===== config.mk =====
export PLATFORM = sky130hd
export DESIGN_NAME = tac_top
export DESIGN_NICKNAME = d
export VERILOG_FILES = /design/src/include/tac_pkg.sv /design/src/rtl/tac_top.sv /design/src/rtl/tac_edge.sv /design/src/rtl/tac_qual.sv
export VERILOG_INCLUDE_DIRS = /design/src /design/src/include
export SDC_FILE = /design/constraint.sdc
export NUM_CORES = 1
export LEC_CHECK = 0
export BUFFER_PORTS_ARGS = -buffer_cell sky130_fd_sc_hd__buf_4
export CELL_PAD_IN_SITES_DETAIL_PLACEMENT = 0
export CELL_PAD_IN_SITES_GLOBAL_PLACEMENT = 1
export CORE_MARGIN = 2
export CORE_UTILIZATION = 48
export DETAILED_ROUTE_END_ITERATION = 6
export PLACE_DENSITY_LB_ADDON = 0.2
export SLEW_MARGIN = 20
export SYNTH_ARGS = -nofsm -noshare
export SYNTH_HDL_FRONTEND = slang
export SYNTH_SLANG_ARGS = --single-unit

===== constraint.sdc =====
create_clock -name aclk -period 6.9 [get_ports aclk]
set_input_delay 0.69 -clock aclk [delete_from_list [all_inputs] [get_ports aclk]]
set_output_delay 0.69 -clock aclk [all_outputs]
set_load 0.005 [all_outputs]

===== src/include/tac_defs.svh =====
// Purpose: Constants of the trigger arm control block.
// Assumes: Byte addresses on the AXI4-Lite register bus.
// Notes:   Offsets, field positions, reset values and source masks.
//
// Contract
// RULE_01: With rising_edge_active the rising edge of a handshake line is active.
// RULE_02: With falling_edge_active the falling edge is active, sampled and driven.
// RULE_03: Request and strobe lines have separate, readable polarity settings.
// RULE_04: A forced trigger enters the triggered state once without the source.
// RULE_05: In all-operations mode one trigger runs every configured operation.
// RULE_06: In one-per-trigger mode a trigger runs one operation, then waits again.
// RULE_07: One-per-trigger repeats until the configured count of operations is done.
// RULE_08: The selected source is latched at initiate and reads back.
// RULE_09: The selector offers the full catalogue of twenty-six sources.
// RULE_10: Only the delayable subset honours delay and count qualification.
// RULE_11: Unfitted sources are unavailable and left out of the catalogue.
// RULE_12: Mode, delay and event count all read back.
// RULE_13: Event count zero is pass-through, else 1 to 65535 triggers.
// RULE_14: With event count N the Nth qualifying event triggers.
// RULE_15: Writing delay clears count and writing count clears delay.
// RULE_16: Fixed sources ignore delay and count and trigger directly.
// RULE_17: Events while not initiated are ignored and are not counted.
`ifndef TAC_DEFS_SVH
`define TAC_DEFS_SVH

// -----------------------------------------------------------------
// Register offsets
// -----------------------------------------------------------------
`define TAC_OFF_CTRL     8'h00
`define TAC_OFF_SOURCE   8'h04
`define TAC_OFF_MODE     8'h08
`define TAC_OFF_POL      8'h0c
`define TAC_OFF_DELAY    8'h10
`define TAC_OFF_EVENT_COUNT_SETTING   8'h14
`define TAC_OFF_OPCOUNT  8'h18
`define TAC_OFF_STATUS   8'h1c
`define TAC_OFF_CAT_ALL  8'h20
`define TAC_OFF_CAT_DLY  8'h24
`define TAC_OFF_CAT_FIX  8'h28
`define TAC_OFF_SWCMD    8'h2c

// -----------------------------------------------------------------
// Field positions
// -----------------------------------------------------------------
`define TAC_CTRL_INIT    0
`define TAC_CTRL_ABORT   1
`define TAC_CTRL_FORCE   2
`define TAC_CTRL_BUS     3
`define TAC_POL_REQ      0
`define TAC_POL_STRB     1
`define TAC_ST_INIT      0
`define TAC_ST_BUSY      1

// -----------------------------------------------------------------
// Reset values and source masks
// -----------------------------------------------------------------
`define TAC_NSRC         5'h1a
`define TAC_SRC_RST      5'h01
`define TAC_MODE_RST     1'h1
`define TAC_POL_RST      1'h1
`define TAC_OPCOUNT_RST  16'h0001
`define TAC_DLY_MASK     26'h1fdfffc
`define TAC_FIX_MASK     26'h2020003
`define TAC_ALWAYS_MASK  26'h001f007
`define TAC_RESP_OKAY    2'h0
`define TAC_RESP_SLVERR  2'h2

`endif


===== src/include/tac_pkg.sv =====
// Purpose: Shared types of the trigger arm control block.
// Assumes: Source codes double as bit indices of the event vector.
// Notes:   Defines live in tac_defs.svh.
package tac_pkg;

    typedef enum logic [2:0] {
        ST_IDLE = 3'b001,
        ST_WAIT = 3'b010,
        ST_OP   = 3'b100
    } tac_state_t;

    typedef enum logic [4:0] {
        SRC_HOLD = 5'h00, SRC_IMM = 5'h01, SRC_BUS = 5'h02,
        SRC_EXT = 5'h03, SRC_BP0 = 5'h04, SRC_CMD0 = 5'h0c,
        SRC_TIMER = 5'h11, SRC_RELAY = 5'h12, SRC_METER = 5'h13,
        SRC_CTR = 5'h14, SRC_CTR_ARM = 5'h15, SRC_WAVE = 5'h16,
        SRC_DIG_IN = 5'h17, SRC_DIG_OUT = 5'h18, SRC_HANDSHAKE = 5'h19
    } tac_src_t;

endpackage


===== src/rtl/tac_top.sv =====
// Purpose: Trigger arm control with AXI4-Lite register access.
// Assumes: Source lines and op_done are synchronous to aclk.
// Notes:   op_start asks the engine for one operation, op_done ends it.
`timescale 1ns/10ps
`include "tac_defs.svh"
module tac_top #(
    parameter int ADDR_W = 8,
    parameter int CNT_W = 16,
    parameter int DLY_W = 32
) (
    input wire logic aclk,
    input wire logic aresetn,
    input wire logic ce,
    input wire logic [ADDR_W-1:0] s_axi_awaddr,
    input wire logic s_axi_awvalid,
    output logic s_axi_awready,
    input wire logic [31:0] s_axi_wdata,
    input wire logic [3:0] s_axi_wstrb,
    input wire logic s_axi_wvalid,
    output logic s_axi_wready,
    output logic [1:0] s_axi_bresp,
    output logic s_axi_bvalid,
    input wire logic s_axi_bready,
    input wire logic [ADDR_W-1:0] s_axi_araddr,
    input wire logic s_axi_arvalid,
    output logic s_axi_arready,
    output logic [31:0] s_axi_rdata,
    output logic [1:0] s_axi_rresp,
    output logic s_axi_rvalid,
    input wire logic s_axi_rready,
    input wire logic ext_trig,
    input wire logic [7:0] backplane_trig,
    input wire logic timer_evt,
    input wire logic [6:0] inst_evt,
    input wire logic hs_request,
    input wire logic [25:0] hw_fitted,
    input wire logic op_done,
    output logic op_start,
    output logic hs_strobe,
    output logic armed
);
    // -----------------------------------------------------------------
    // State
    // -----------------------------------------------------------------
    typedef struct packed {
        tac_pkg::tac_state_t state;
        logic [4:0] sel_src;
        logic [4:0] arm_src;
        logic mode_all;
        logic pol_req_fall;
        logic pol_strb_fall;
        logic [DLY_W-1:0] delay;
        logic [CNT_W-1:0] event_count_setting;
        logic [CNT_W-1:0] opcount;
        logic [CNT_W-1:0] opsdone;
        logic init_p;
        logic abort_p;
        logic force_p;
        logic bus_p;
        logic [4:0] cmd_p;
        logic aw_have;
        logic [ADDR_W-1:0] awaddr;
        logic w_have;
        logic [31:0] wdata;
        logic [3:0] wstrb;
        logic awready;
        logic wready;
        logic bvalid;
        logic [1:0] bresp;
        logic arready;
        logic rvalid;
        logic [31:0] rdata;
        logic [1:0] rresp;
        logic op_start;
        logic strobe;
        logic armed;
    } tac_top_st_t;

    localparam tac_top_st_t RST_ST = '{
        state: tac_pkg::ST_IDLE,
        sel_src: `TAC_SRC_RST,
        arm_src: `TAC_SRC_RST,
        mode_all: `TAC_MODE_RST,
        pol_req_fall: `TAC_POL_RST,
        pol_strb_fall: `TAC_POL_RST,
        opcount: CNT_W'(`TAC_OPCOUNT_RST),
        awready: 1'b1,
        wready: 1'b1,
        arready: 1'b1,
        strobe: `TAC_POL_RST,
        default: '0
    };

    tac_top_st_t q;
    tac_top_st_t d;

    logic [16:0] edge_p;
    logic req_p;
    logic [31:0] ev;
    logic [25:0] present;
    logic sel_ev;
    logic delayable;
    logic qual_fire;
    logic qual_clr;
    logic qual_ev;
    logic last_op;

    // -----------------------------------------------------------------
    // Source events
    // -----------------------------------------------------------------
    tac_edge #(.W(17)) u_lines (
        .aclk(aclk),
        .aresetn(aresetn),
        .ce(ce),
        .sig({inst_evt, timer_evt, backplane_trig, ext_trig}),
        .fall(17'h0),
        .pulse(edge_p)
    );

    // Request edge follows its own polarity setting; see RULE_03
    tac_edge #(.W(1)) u_req (
        .aclk(aclk),
        .aresetn(aresetn),
        .ce(ce),
        .sig(hs_request),
        .fall(q.pol_req_fall),
        .pulse(req_p)
    );

    // Bit index equals source code; see RULE_09
    assign ev = {6'h0, req_p, edge_p[16:9], q.cmd_p, edge_p[8:0],
                 q.bus_p, 1'b1, 1'b0};
    // Unfitted option hardware is absent from every catalogue; see RULE_11
    assign present = hw_fitted | `TAC_ALWAYS_MASK;
    assign sel_ev = ev[q.arm_src];
    // See RULE_10
    assign delayable = 1'(`TAC_DLY_MASK >> q.arm_src);
    assign qual_clr = q.state != tac_pkg::ST_WAIT;
    assign qual_ev = !qual_clr && delayable && sel_ev;
    assign last_op = (q.opsdone + CNT_W'(1)) >= q.opcount;

    tac_qual #(.CNT_W(CNT_W), .DLY_W(DLY_W)) u_qual (
        .aclk(aclk),
        .aresetn(aresetn),
        .ce(ce),
        .clr(qual_clr),
        .ev(qual_ev),
        .event_count_setting(q.event_count_setting),
        .delay(q.delay),
        .fire(qual_fire)
    );

    // -----------------------------------------------------------------
    // Register access helpers
    // -----------------------------------------------------------------
    // Returns {mapped, data}
    function automatic logic [32:0] rd_reg(logic [ADDR_W-1:0] a);
        logic [32:0] r;
        r = {1'b1, 32'h0};
        case (a)
            `TAC_OFF_CTRL: r[31:0] = 32'h0;
            `TAC_OFF_SOURCE: r[4:0] = q.sel_src; // see RULE_08
            `TAC_OFF_MODE: r[0] = q.mode_all; // see RULE_12
            `TAC_OFF_POL: r[1:0] = {q.pol_strb_fall, q.pol_req_fall};
            `TAC_OFF_DELAY: r[31:0] = 32'(q.delay);
            `TAC_OFF_EVENT_COUNT_SETTING: r[31:0] = 32'(q.event_count_setting);
            `TAC_OFF_OPCOUNT: r[31:0] = 32'(q.opcount);
            `TAC_OFF_STATUS: begin
                r[`TAC_ST_INIT] = q.state != tac_pkg::ST_IDLE;
                r[`TAC_ST_BUSY] = q.state == tac_pkg::ST_OP;
                r[31:16] = 16'(q.opsdone);
            end
            `TAC_OFF_CAT_ALL: r[25:0] = present;
            `TAC_OFF_CAT_DLY: r[25:0] = present & `TAC_DLY_MASK;
            `TAC_OFF_CAT_FIX: r[25:0] = present & `TAC_FIX_MASK;
            `TAC_OFF_SWCMD: r[31:0] = 32'h0;
            default: r = 33'h0;
        endcase
        return r;
    endfunction

    function automatic logic [31:0] merge(logic [31:0] old,
                                          logic [31:0] nw,
                                          logic [3:0] strb);
        logic [31:0] m;
        m = old;
        for (int i = 0; i < 4; i++) begin
            if (strb[i]) begin
                m[8*i +: 8] = nw[8*i +: 8];
            end
        end
        return m;
    endfunction

    // -----------------------------------------------------------------
    // Next state
    // -----------------------------------------------------------------
    always_comb begin
        logic [32:0] rv;
        logic [31:0] wv;
        logic strb_p;
        rv = '0;
        wv = '0;
        strb_p = 1'b0;
        d = q;
        d.op_start = 1'b0;
        d.init_p = 1'b0;
        d.abort_p = 1'b0;
        d.force_p = 1'b0;
        d.bus_p = 1'b0;
        d.cmd_p = 5'h0;

        // Write address and data, accepted in either order
        if (q.awready && s_axi_awvalid) begin
            d.aw_have = 1'b1;
            d.awaddr = s_axi_awaddr;
        end
        if (q.wready && s_axi_wvalid) begin
            d.w_have = 1'b1;
            d.wdata = s_axi_wdata;
            d.wstrb = s_axi_wstrb;
        end
        if (q.bvalid && s_axi_bready) begin
            d.bvalid = 1'b0;
        end
        if (q.aw_have && q.w_have && !q.bvalid) begin
            rv = rd_reg(q.awaddr);
            wv = merge(rv[31:0], q.wdata, q.wstrb);
            d.aw_have = 1'b0;
            d.w_have = 1'b0;
            d.bvalid = 1'b1;
            d.bresp = rv[32] ? `TAC_RESP_OKAY : `TAC_RESP_SLVERR;
            case (q.awaddr)
                `TAC_OFF_CTRL: begin
                    d.init_p = wv[`TAC_CTRL_INIT];
                    d.abort_p = wv[`TAC_CTRL_ABORT];
                    d.force_p = wv[`TAC_CTRL_FORCE];
                    d.bus_p = wv[`TAC_CTRL_BUS];
                end
                `TAC_OFF_SOURCE: begin
                    // Absent or unknown sources are refused; see RULE_11
                    if (wv[4:0] < `TAC_NSRC && present[wv[4:0]]) begin
                        d.sel_src = wv[4:0];
                    end else begin
                        d.bresp = `TAC_RESP_SLVERR;
                    end
                end
                `TAC_OFF_MODE: d.mode_all = wv[0];
                `TAC_OFF_POL: begin
                    d.pol_req_fall = wv[`TAC_POL_REQ]; // see RULE_03
                    d.pol_strb_fall = wv[`TAC_POL_STRB];
                end
                `TAC_OFF_DELAY: begin
                    d.delay = DLY_W'(wv);
                    d.event_count_setting = '0; // see RULE_15
                end
                `TAC_OFF_EVENT_COUNT_SETTING: begin
                    d.event_count_setting = CNT_W'(wv); // see RULE_13
                    d.delay = '0; // see RULE_15
                end
                `TAC_OFF_OPCOUNT: d.opcount = CNT_W'(wv);
                `TAC_OFF_SWCMD: d.cmd_p = wv[4:0];
                default: d.bresp = `TAC_RESP_SLVERR;
            endcase
        end
        d.awready = !d.aw_have;
        d.wready = !d.w_have;

        // Read channel
        if (q.rvalid && s_axi_rready) begin
            d.rvalid = 1'b0;
            d.arready = 1'b1;
        end
        if (q.arready && s_axi_arvalid) begin
            rv = rd_reg(s_axi_araddr);
            d.rdata = rv[31:0];
            d.rresp = rv[32] ? `TAC_RESP_OKAY : `TAC_RESP_SLVERR;
            d.rvalid = 1'b1;
            d.arready = 1'b0;
        end

        // Trigger sequencing
        case (q.state)
            tac_pkg::ST_IDLE: begin
                if (q.init_p) begin
                    d.state = tac_pkg::ST_WAIT;
                    d.arm_src = q.sel_src; // see RULE_08
                    d.opsdone = '0;
                end
            end
            tac_pkg::ST_WAIT: begin
                if (q.abort_p) begin
                    d.state = tac_pkg::ST_IDLE;
                end else if (q.force_p || (!delayable && sel_ev)
                             || qual_fire) begin
                    // Forced once, fixed direct, else qualified;
                    // see RULE_04, see RULE_16
                    d.state = tac_pkg::ST_OP;
                    d.op_start = 1'b1;
                end
            end
            tac_pkg::ST_OP: begin
                if (q.abort_p) begin
                    d.state = tac_pkg::ST_IDLE;
                end else if (op_done) begin
                    d.opsdone = q.opsdone + CNT_W'(1);
                    strb_p = 1'b1;
                    if (last_op) begin
                        d.state = tac_pkg::ST_IDLE; // see RULE_07
                    end else if (q.mode_all) begin
                        d.op_start = 1'b1; // see RULE_05
                    end else begin
                        d.state = tac_pkg::ST_WAIT; // see RULE_06
                    end
                end
            end
            default: d.state = tac_pkg::ST_IDLE;
        endcase
        // Strobe idles at the inactive level; see RULE_01, see RULE_02
        d.strobe = q.pol_strb_fall ^ strb_p;
        d.armed = d.state == tac_pkg::ST_WAIT;
    end

    always_ff @(posedge aclk) begin
        if (!aresetn) begin
            q <= RST_ST;
        end else if (ce) begin
            q <= d;
        end
    end

    assign s_axi_awready = q.awready;
    assign s_axi_wready = q.wready;
    assign s_axi_bvalid = q.bvalid;
    assign s_axi_bresp = q.bresp;
    assign s_axi_arready = q.arready;
    assign s_axi_rvalid = q.rvalid;
    assign s_axi_rdata = q.rdata;
    assign s_axi_rresp = q.rresp;
    assign op_start = q.op_start;
    assign hs_strobe = q.strobe;
    assign armed = q.armed;

    // -----------------------------------------------------------------
    // Assertions
    // -----------------------------------------------------------------
    force_trig_a: assert property (@(posedge aclk) disable iff (!aresetn) // see RULE_04
        ce && q.state == tac_pkg::ST_WAIT && q.force_p && !q.abort_p
        |=> q.state == tac_pkg::ST_OP && q.op_start)
        else $error("forced trigger did not start an operation");

    all_mode_a: assert property (@(posedge aclk) disable iff (!aresetn) // see RULE_05
        ce && q.state == tac_pkg::ST_OP && op_done && !q.abort_p
        && q.mode_all && !last_op
        |=> q.state == tac_pkg::ST_OP && q.op_start)
        else $error("all mode did not continue with next operation");

    once_mode_a: assert property (@(posedge aclk) disable iff (!aresetn) // see RULE_06
        ce && q.state == tac_pkg::ST_OP && op_done && !q.abort_p
        && !q.mode_all && !last_op
        |=> q.state == tac_pkg::ST_WAIT && q.armed)
        else $error("one-per-trigger mode did not return to waiting");

    count_done_a: assert property (@(posedge aclk) disable iff (!aresetn) // see RULE_07
        ce && q.state == tac_pkg::ST_OP && op_done && !q.abort_p && last_op
        |=> q.state == tac_pkg::ST_IDLE && q.opsdone == $past(q.opsdone) + 1)
        else $error("sequence did not end after the last operation");

    one_qual_a: assert property (@(posedge aclk) disable iff (!aresetn) // see RULE_15
        q.event_count_setting != '0 |-> q.delay == '0)
        else $error("delay and event count both active");

    idle_ignore_a: assert property (@(posedge aclk) disable iff (!aresetn) // see RULE_17
        ce && q.state != tac_pkg::ST_WAIT |=> !qual_fire)
        else $error("qualifier fired outside the waiting state");

    fixed_src_a: assert property (@(posedge aclk) disable iff (!aresetn) // see RULE_16
        ce && q.state == tac_pkg::ST_WAIT && !q.abort_p && !delayable && sel_ev
        |=> q.state == tac_pkg::ST_OP)
        else $error("fixed source did not trigger directly");

    strobe_pol_a: assert property (@(posedge aclk) disable iff (!aresetn) // see RULE_02
        ce && q.state == tac_pkg::ST_OP && op_done && !q.abort_p
        |=> hs_strobe == !$past(q.pol_strb_fall) ##1 hs_strobe == q.pol_strb_fall
            || !$past(ce))
        else $error("strobe not driven on its active edge");
endmodule


===== src/rtl/tac_edge.sv =====
// Purpose: Active-edge detector for a group of trigger lines.
// Assumes: Lines are synchronous to aclk.
// Notes:   Per-bit polarity; pulse is one cycle, registered.
`timescale 1ns/10ps
module tac_edge #(
    parameter int W = 1
) (
    input wire logic aclk,
    input wire logic aresetn,
    input wire logic ce,
    input wire logic [W-1:0] sig,
    input wire logic [W-1:0] fall,
    output logic [W-1:0] pulse
);
    typedef struct packed {
        logic [W-1:0] prev;
        logic [W-1:0] pulse;
    } tac_edge_st_t;

    tac_edge_st_t q;
    tac_edge_st_t d;

    always_comb begin
        d = q;
        d.prev = sig;
        // Rising or falling edge chosen line by line; see RULE_01, see RULE_02
        d.pulse = (fall & q.prev & ~sig) | (~fall & sig & ~q.prev);
    end

    always_ff @(posedge aclk) begin
        if (!aresetn) begin
            q <= '0;
        end else if (ce) begin
            q <= d;
        end
    end

    assign pulse = q.pulse;
endmodule


===== src/rtl/tac_qual.sv =====
// Purpose: Event-count or time-delay qualifier of trigger events.
// Assumes: At most one of event_count_setting and delay is non-zero.
// Notes:   fire is a registered pulse; delay counts aclk cycles.
`timescale 1ns/10ps
module tac_qual #(
    parameter int CNT_W = 16,
    parameter int DLY_W = 32
) (
    input wire logic aclk,
    input wire logic aresetn,
    input wire logic ce,
    input wire logic clr,
    input wire logic ev,
    input wire logic [CNT_W-1:0] event_count_setting,
    input wire logic [DLY_W-1:0] delay,
    output logic fire
);
    typedef struct packed {
        logic [CNT_W-1:0] cnt;
        logic [DLY_W-1:0] dly;
        logic run;
        logic fire;
    } tac_qual_st_t;

    tac_qual_st_t q;
    tac_qual_st_t d;

    always_comb begin
        d = q;
        d.fire = 1'b0;
        if (clr) begin
            // Nothing is counted outside the waiting state; see RULE_17
            d.cnt = '0;
            d.run = 1'b0;
        end else if (q.run) begin
            if (q.dly == DLY_W'(1)) begin
                d.fire = 1'b1;
                d.run = 1'b0;
            end else begin
                d.dly = q.dly - DLY_W'(1);
            end
        end else if (ev) begin
            if (event_count_setting != '0) begin
                // Nth event triggers; see RULE_14
                if (q.cnt + CNT_W'(1) == event_count_setting) begin
                    d.fire = 1'b1;
                    d.cnt = '0;
                end else begin
                    d.cnt = q.cnt + CNT_W'(1);
                end
            end else if (delay != '0) begin
                d.run = 1'b1;
                d.dly = delay;
            end else begin
                // Zero qualifier passes the first event; see RULE_13
                d.fire = 1'b1;
            end
        end
    end

    always_ff @(posedge aclk) begin
        if (!aresetn) begin
            q <= '0;
        end else if (ce) begin
            q <= d;
        end
    end

    assign fire = q.fire;
endmodule


==> results.py <==
metrics = {
    "power_and_ir_drop": {
        "power_density_mw_per_mm2": 216,
        "leakagePower_nw": 6.35,
        "peakVddDrop_uv": 202,
        "pwr-share-comb_pct": 6.9,
        "sw_frac_of_total_pct": 24.0,
        "switchingPower_mw": 0.861,
        "power_frac_seq_pct": 46.5,
        "p_clk_share_pct": 46.7,
        "internal_power_mw": 2.73,
    },
    "final_layout": {
        "drive_gt1_share_pct": 13.4,
        "layout.nets": 2021,
        "layout.cells.non_filler": 2307,
        "fill_cells": 2883,
        "antenna_cells": 0,
        "syn_to_final_growth_pct": 13.6,
    },
    "synthesis": {
        "synth-seq-cells": 279,
        "yosysWarnings": 0,
        "yosysTopAreaCell": "dfxtp_1",
        "syn_inst": 1861,
        "synth_area_mm2": 0.0146,
        "avgSynthCellArea_um2": 7.86,
        "ys_top_cells_by_count": "279 x dfxtp_1, 255 x nand2_1, 243 x nor2_1, 183 x a21oi_1, 104 x clkbuf_1",
        "ys_types": 75,
        "synth.most_common_cell": "dfxtp_1",
        "synth_top_area_share_pct": 38.2,
        "synthArstFlopShare_pct": 0,
        "synth_edf_count": 0,
        "yosysSeqAreaShare_pct": 38.2,
        "synth.top_cells.by_area": "dfxtp_1 38%, nand2_1 6.5%, a21oi_1 6.3%",
        "synthFlopType": "dfxtp_1",
    },
    "routing": {
        "ant_nets": 0,
        "drt_iter0_drc": 1155,
        "wl_per_cell_um": 20.3,
        "drt-pass1-iter-count": 6,
        "wirelength_um": 46900,
        "vias": 13900,
        "avgViaCountPerCell": 6.04,
        "drc": 0,
    },
    "placed_design": {
        "place.gp.congestion": 0.915,
        "placed_cells": 2253,
        "place_hpwl_um": 33300,
        "portBuffers": 138,
    },
    "global_routing": {
        "grt_first_pass_wirelength_um": 72200,
        "grt_start_max_net_pins": 89,
        "grt_antenna_before_repair": 0,
        "overflow": 0,
        "grt_use_total_pct": 29.0,
        "grt_pass1_vias": 12700,
    },
    "setup_path": {
        "crit_start": "q[85]$_SDFFE_PN0P_",
        "max_stage_delay_ns": 0.74,
        "cp_top_family": "simple AND/OR/NAND/NOR gates",
        "regToRegEndpoint": "q[188]$_SDFFE_PN0P_",
        "cpMaxStageDelayCell": "a41oi_2",
        "path_buf_inv": 1,
        "crit_required_ns": 7.41,
        "end_kind": "register",
        "crit_path_end": "q[188]$_SDFFE_PN0P_",
        "critical_path_class": "register to register",
        "reg2reg_depth": 10,
        "crit_fanout": 16,
        "r2r_setup_slack_ns": 2.93,
        "worst_ep_arrival_time_ns": 4.48,
        "cp_cell_sequence": "or4b_1 -> nor3_2 -> buf_4 -> nand2_1 -> a41oi_2 -> mux4_2 -> nand3_1 -> and4_1 -> a211oi_4 -> mux2i_1",
        "path_depth": 10,
        "startpoint_type": "register",
        "reg2reg_from": "q[85]$_SDFFE_PN0P_",
    },
    "sta": {
        "relSlewSlack_pct": 30.8,
        "fmax_ghz": 0.252,
        "fin_crit_sh_pct": 57.5,
        "worstMarginPinSlew_ns": 1.04,
        "finClkSkew_ns": 0.0148,
        "layout_min_cycle_time_ns": 3.97,
        "setup_tns_ns": 0,
        "report.final.slew_viol_count": 0,
        "rsz0062_at_grt": "no",
        "finalSetupViolCount": 0,
        "report.final.hold_viol_count": 0,
    },
    "floorplanning": {
        "num_io_pins": 149,
        "core_area_mm2": 0.0298,
        "die-area_mm2": 0.0319,
        "die_height_um": 179,
        "die_w_um": 179,
        "rows": 63,
        "start_util_pct": 49.1,
    },
    "clock_tree": {
        "clk_latency_ns": 0.58,
        "root_buffer": "clkbuf_16",
        "cts_resized": 0,
        "clockBufferDepth": 3,
        "clock_sinks": 279,
        "cts_tree": "done",
        "h-tree-depth": 1,
        "cts_buffers": 31,
        "post_cts_buffers": 0,
        "path_clk_slew_ns": 0.06,
        "cts_hold_buf": 0,
    },
    "flow_run": {
        "maxCapViolations": 0,
    },
    "status": {
        "status": "finished clean",
    },
    "worst_hold_path": {
        "holdCritPathClass": "input pin to register",
    },
}
-- state kept, by name (all words and copies together) (netlist names) --
name           cells
q                145
u_qual.q          49
s_axi_rdata       32
u_lines.pulse     17
u_lines.q         17
ev                 6
armed              1
hs_strobe          1
op_start           1
s_axi_arready      1
s_axi_awready      1
s_axi_bresp        1
s_axi_bvalid       1
s_axi_rresp        1
s_axi_rvalid       1
s_axi_wready       1
u_qual.fire        1
u_req.pulse        1
u_req.q            1
-- power by group through the flow --
stage | clock [mW] | combinational (mW) | sequential [mW]
floorplan | 0 | 0.151 | 1.69
global placement | 0 | 0.243 | 1.70
detailed placement | 0 | 0.246 | 1.70
CTS | 1.70 | 0.246 | 1.67
global route | 1.76 | 0.270 | 1.67
finish | 1.68 | 0.247 | 1.67
-- cell usage in the layout (no fill, tap or decap), types with 12 or more instances in the layout --
cell         n
and3_1      21
buf_4      161
nand3_1     54
inv_1       35
a21o_1      15
a21oi_1    183
xor2_1      28
a221oi_1    20
nor2_1     242
mux2i_1     60
xnor2_1     22
o21ai_0     74
and2_1      14
a31oi_1     20
nor3_1      37
nand4_1     18
mux2_2      18
clkbuf_16   31
ha_1        20
nand3b_1    19
nand2_1    255
dfxtp_1    279
a22oi_1     66
nor4_1      26
nand2b_1    12
-- area by class of cell --
type	count	area [um2]	area share (%)
multi-input combinational	1385	8160	49.1
timing repair buffer	161	1210	7.27
clock buffer	42	907	5.46
inverter	38	148	0.888
tap	390	488	2.94
sequential	279	5590	33.6
clock inverter	12	128	0.768
-- how the worst min path moves through the flow --
| stage | start | end | depth (start not counted) |
|---|---|---|---|
| 6_report | s_axi_wstrb[3] | q[47]$_SDFFE_PN0P_ | 3 |
| 5_1_grt | s_axi_wdata[22] | q[70]$_SDFFE_PN0P_ | 3 |
| 4_1_cts | s_axi_wdata[24] | q[72]$_SDFFE_PN0P_ | 3 |
| 3_5_place_dp | q[48]$_SDFFE_PN0P_ | q[48]$_SDFFE_PN0P_ | 2 |
| 3_3_place_gp | u_qual.q[23]$_SDFFE_PN0P_ | u_qual.q[23]$_SDFFE_PN0P_ | 2 |
| 2_1_floorplan | q[48]$_SDFFE_PN0P_ | q[48]$_SDFFE_PN0P_ | 2 |
-- routing by layer --
metal / part of all wire, % / up-vias / GRT usage (%) / wire length (um)
li1: - / 6680 / - / -
met1: 44 / 6645 / 39.6 / 20400
met2: 47 / 512 / 47.7 / 21800
met3: 7.0 / 87 / 3.94 / 3270
met4: 2.9 / 0 / 8.54 / 1360
met5: 0 / - / 0 / 0
-- cell families (layout without fill, tap and decap cells) --
family	after synthesis	count (layout)	synth area share (%)
xor gates and xnor gates	50	50	2.99
and+or+nand+nor	755	755	23.8
muxes	85	85	6.57
adders and majority gates	20	20	1.71
buffers and inverters	198	253	6.20
other	1	2	0.0256
DFF	279	279	38.2
AOI/OAI and AO/OA	473	473	20.5
-- metrics by stage --
stage | power [mW] | hold WS (ns) | utilization, % | worst slack (ns) | instance area (um2)
final | 3.59 | 0.354 | 55.8 | 2.93 | 16600
after global routing | 3.71 | 0.352 | 55.8 | 2.61 | 16600
after CTS | 3.62 | 0.337 | 55.8 | 2.98 | 16600
after detailed placement | 1.95 | 0.447 | 52.3 | 2.99 | 15600
after global placement | 1.95 | 0.442 | 52.3 | 3.02 | 15600
after floorplan | 1.84 | 0.432 | - | 3.77 | 14600
-- worst reg2reg max path, delay by kind of cell, from the launching register on --
| kind | cells | cell delay [ns] |
|---|---|---|
| flip-flops | 1 | 0.63 |
| AO/OA/AOI/OAI | 2 | 1.10 |
| AND/OR/NAND/NOR | 5 | 1.25 |
| buffers and inverters | 1 | 0.28 |
| multiplexers | 2 | 0.65 |
Power figures use the tool's default switching activity.
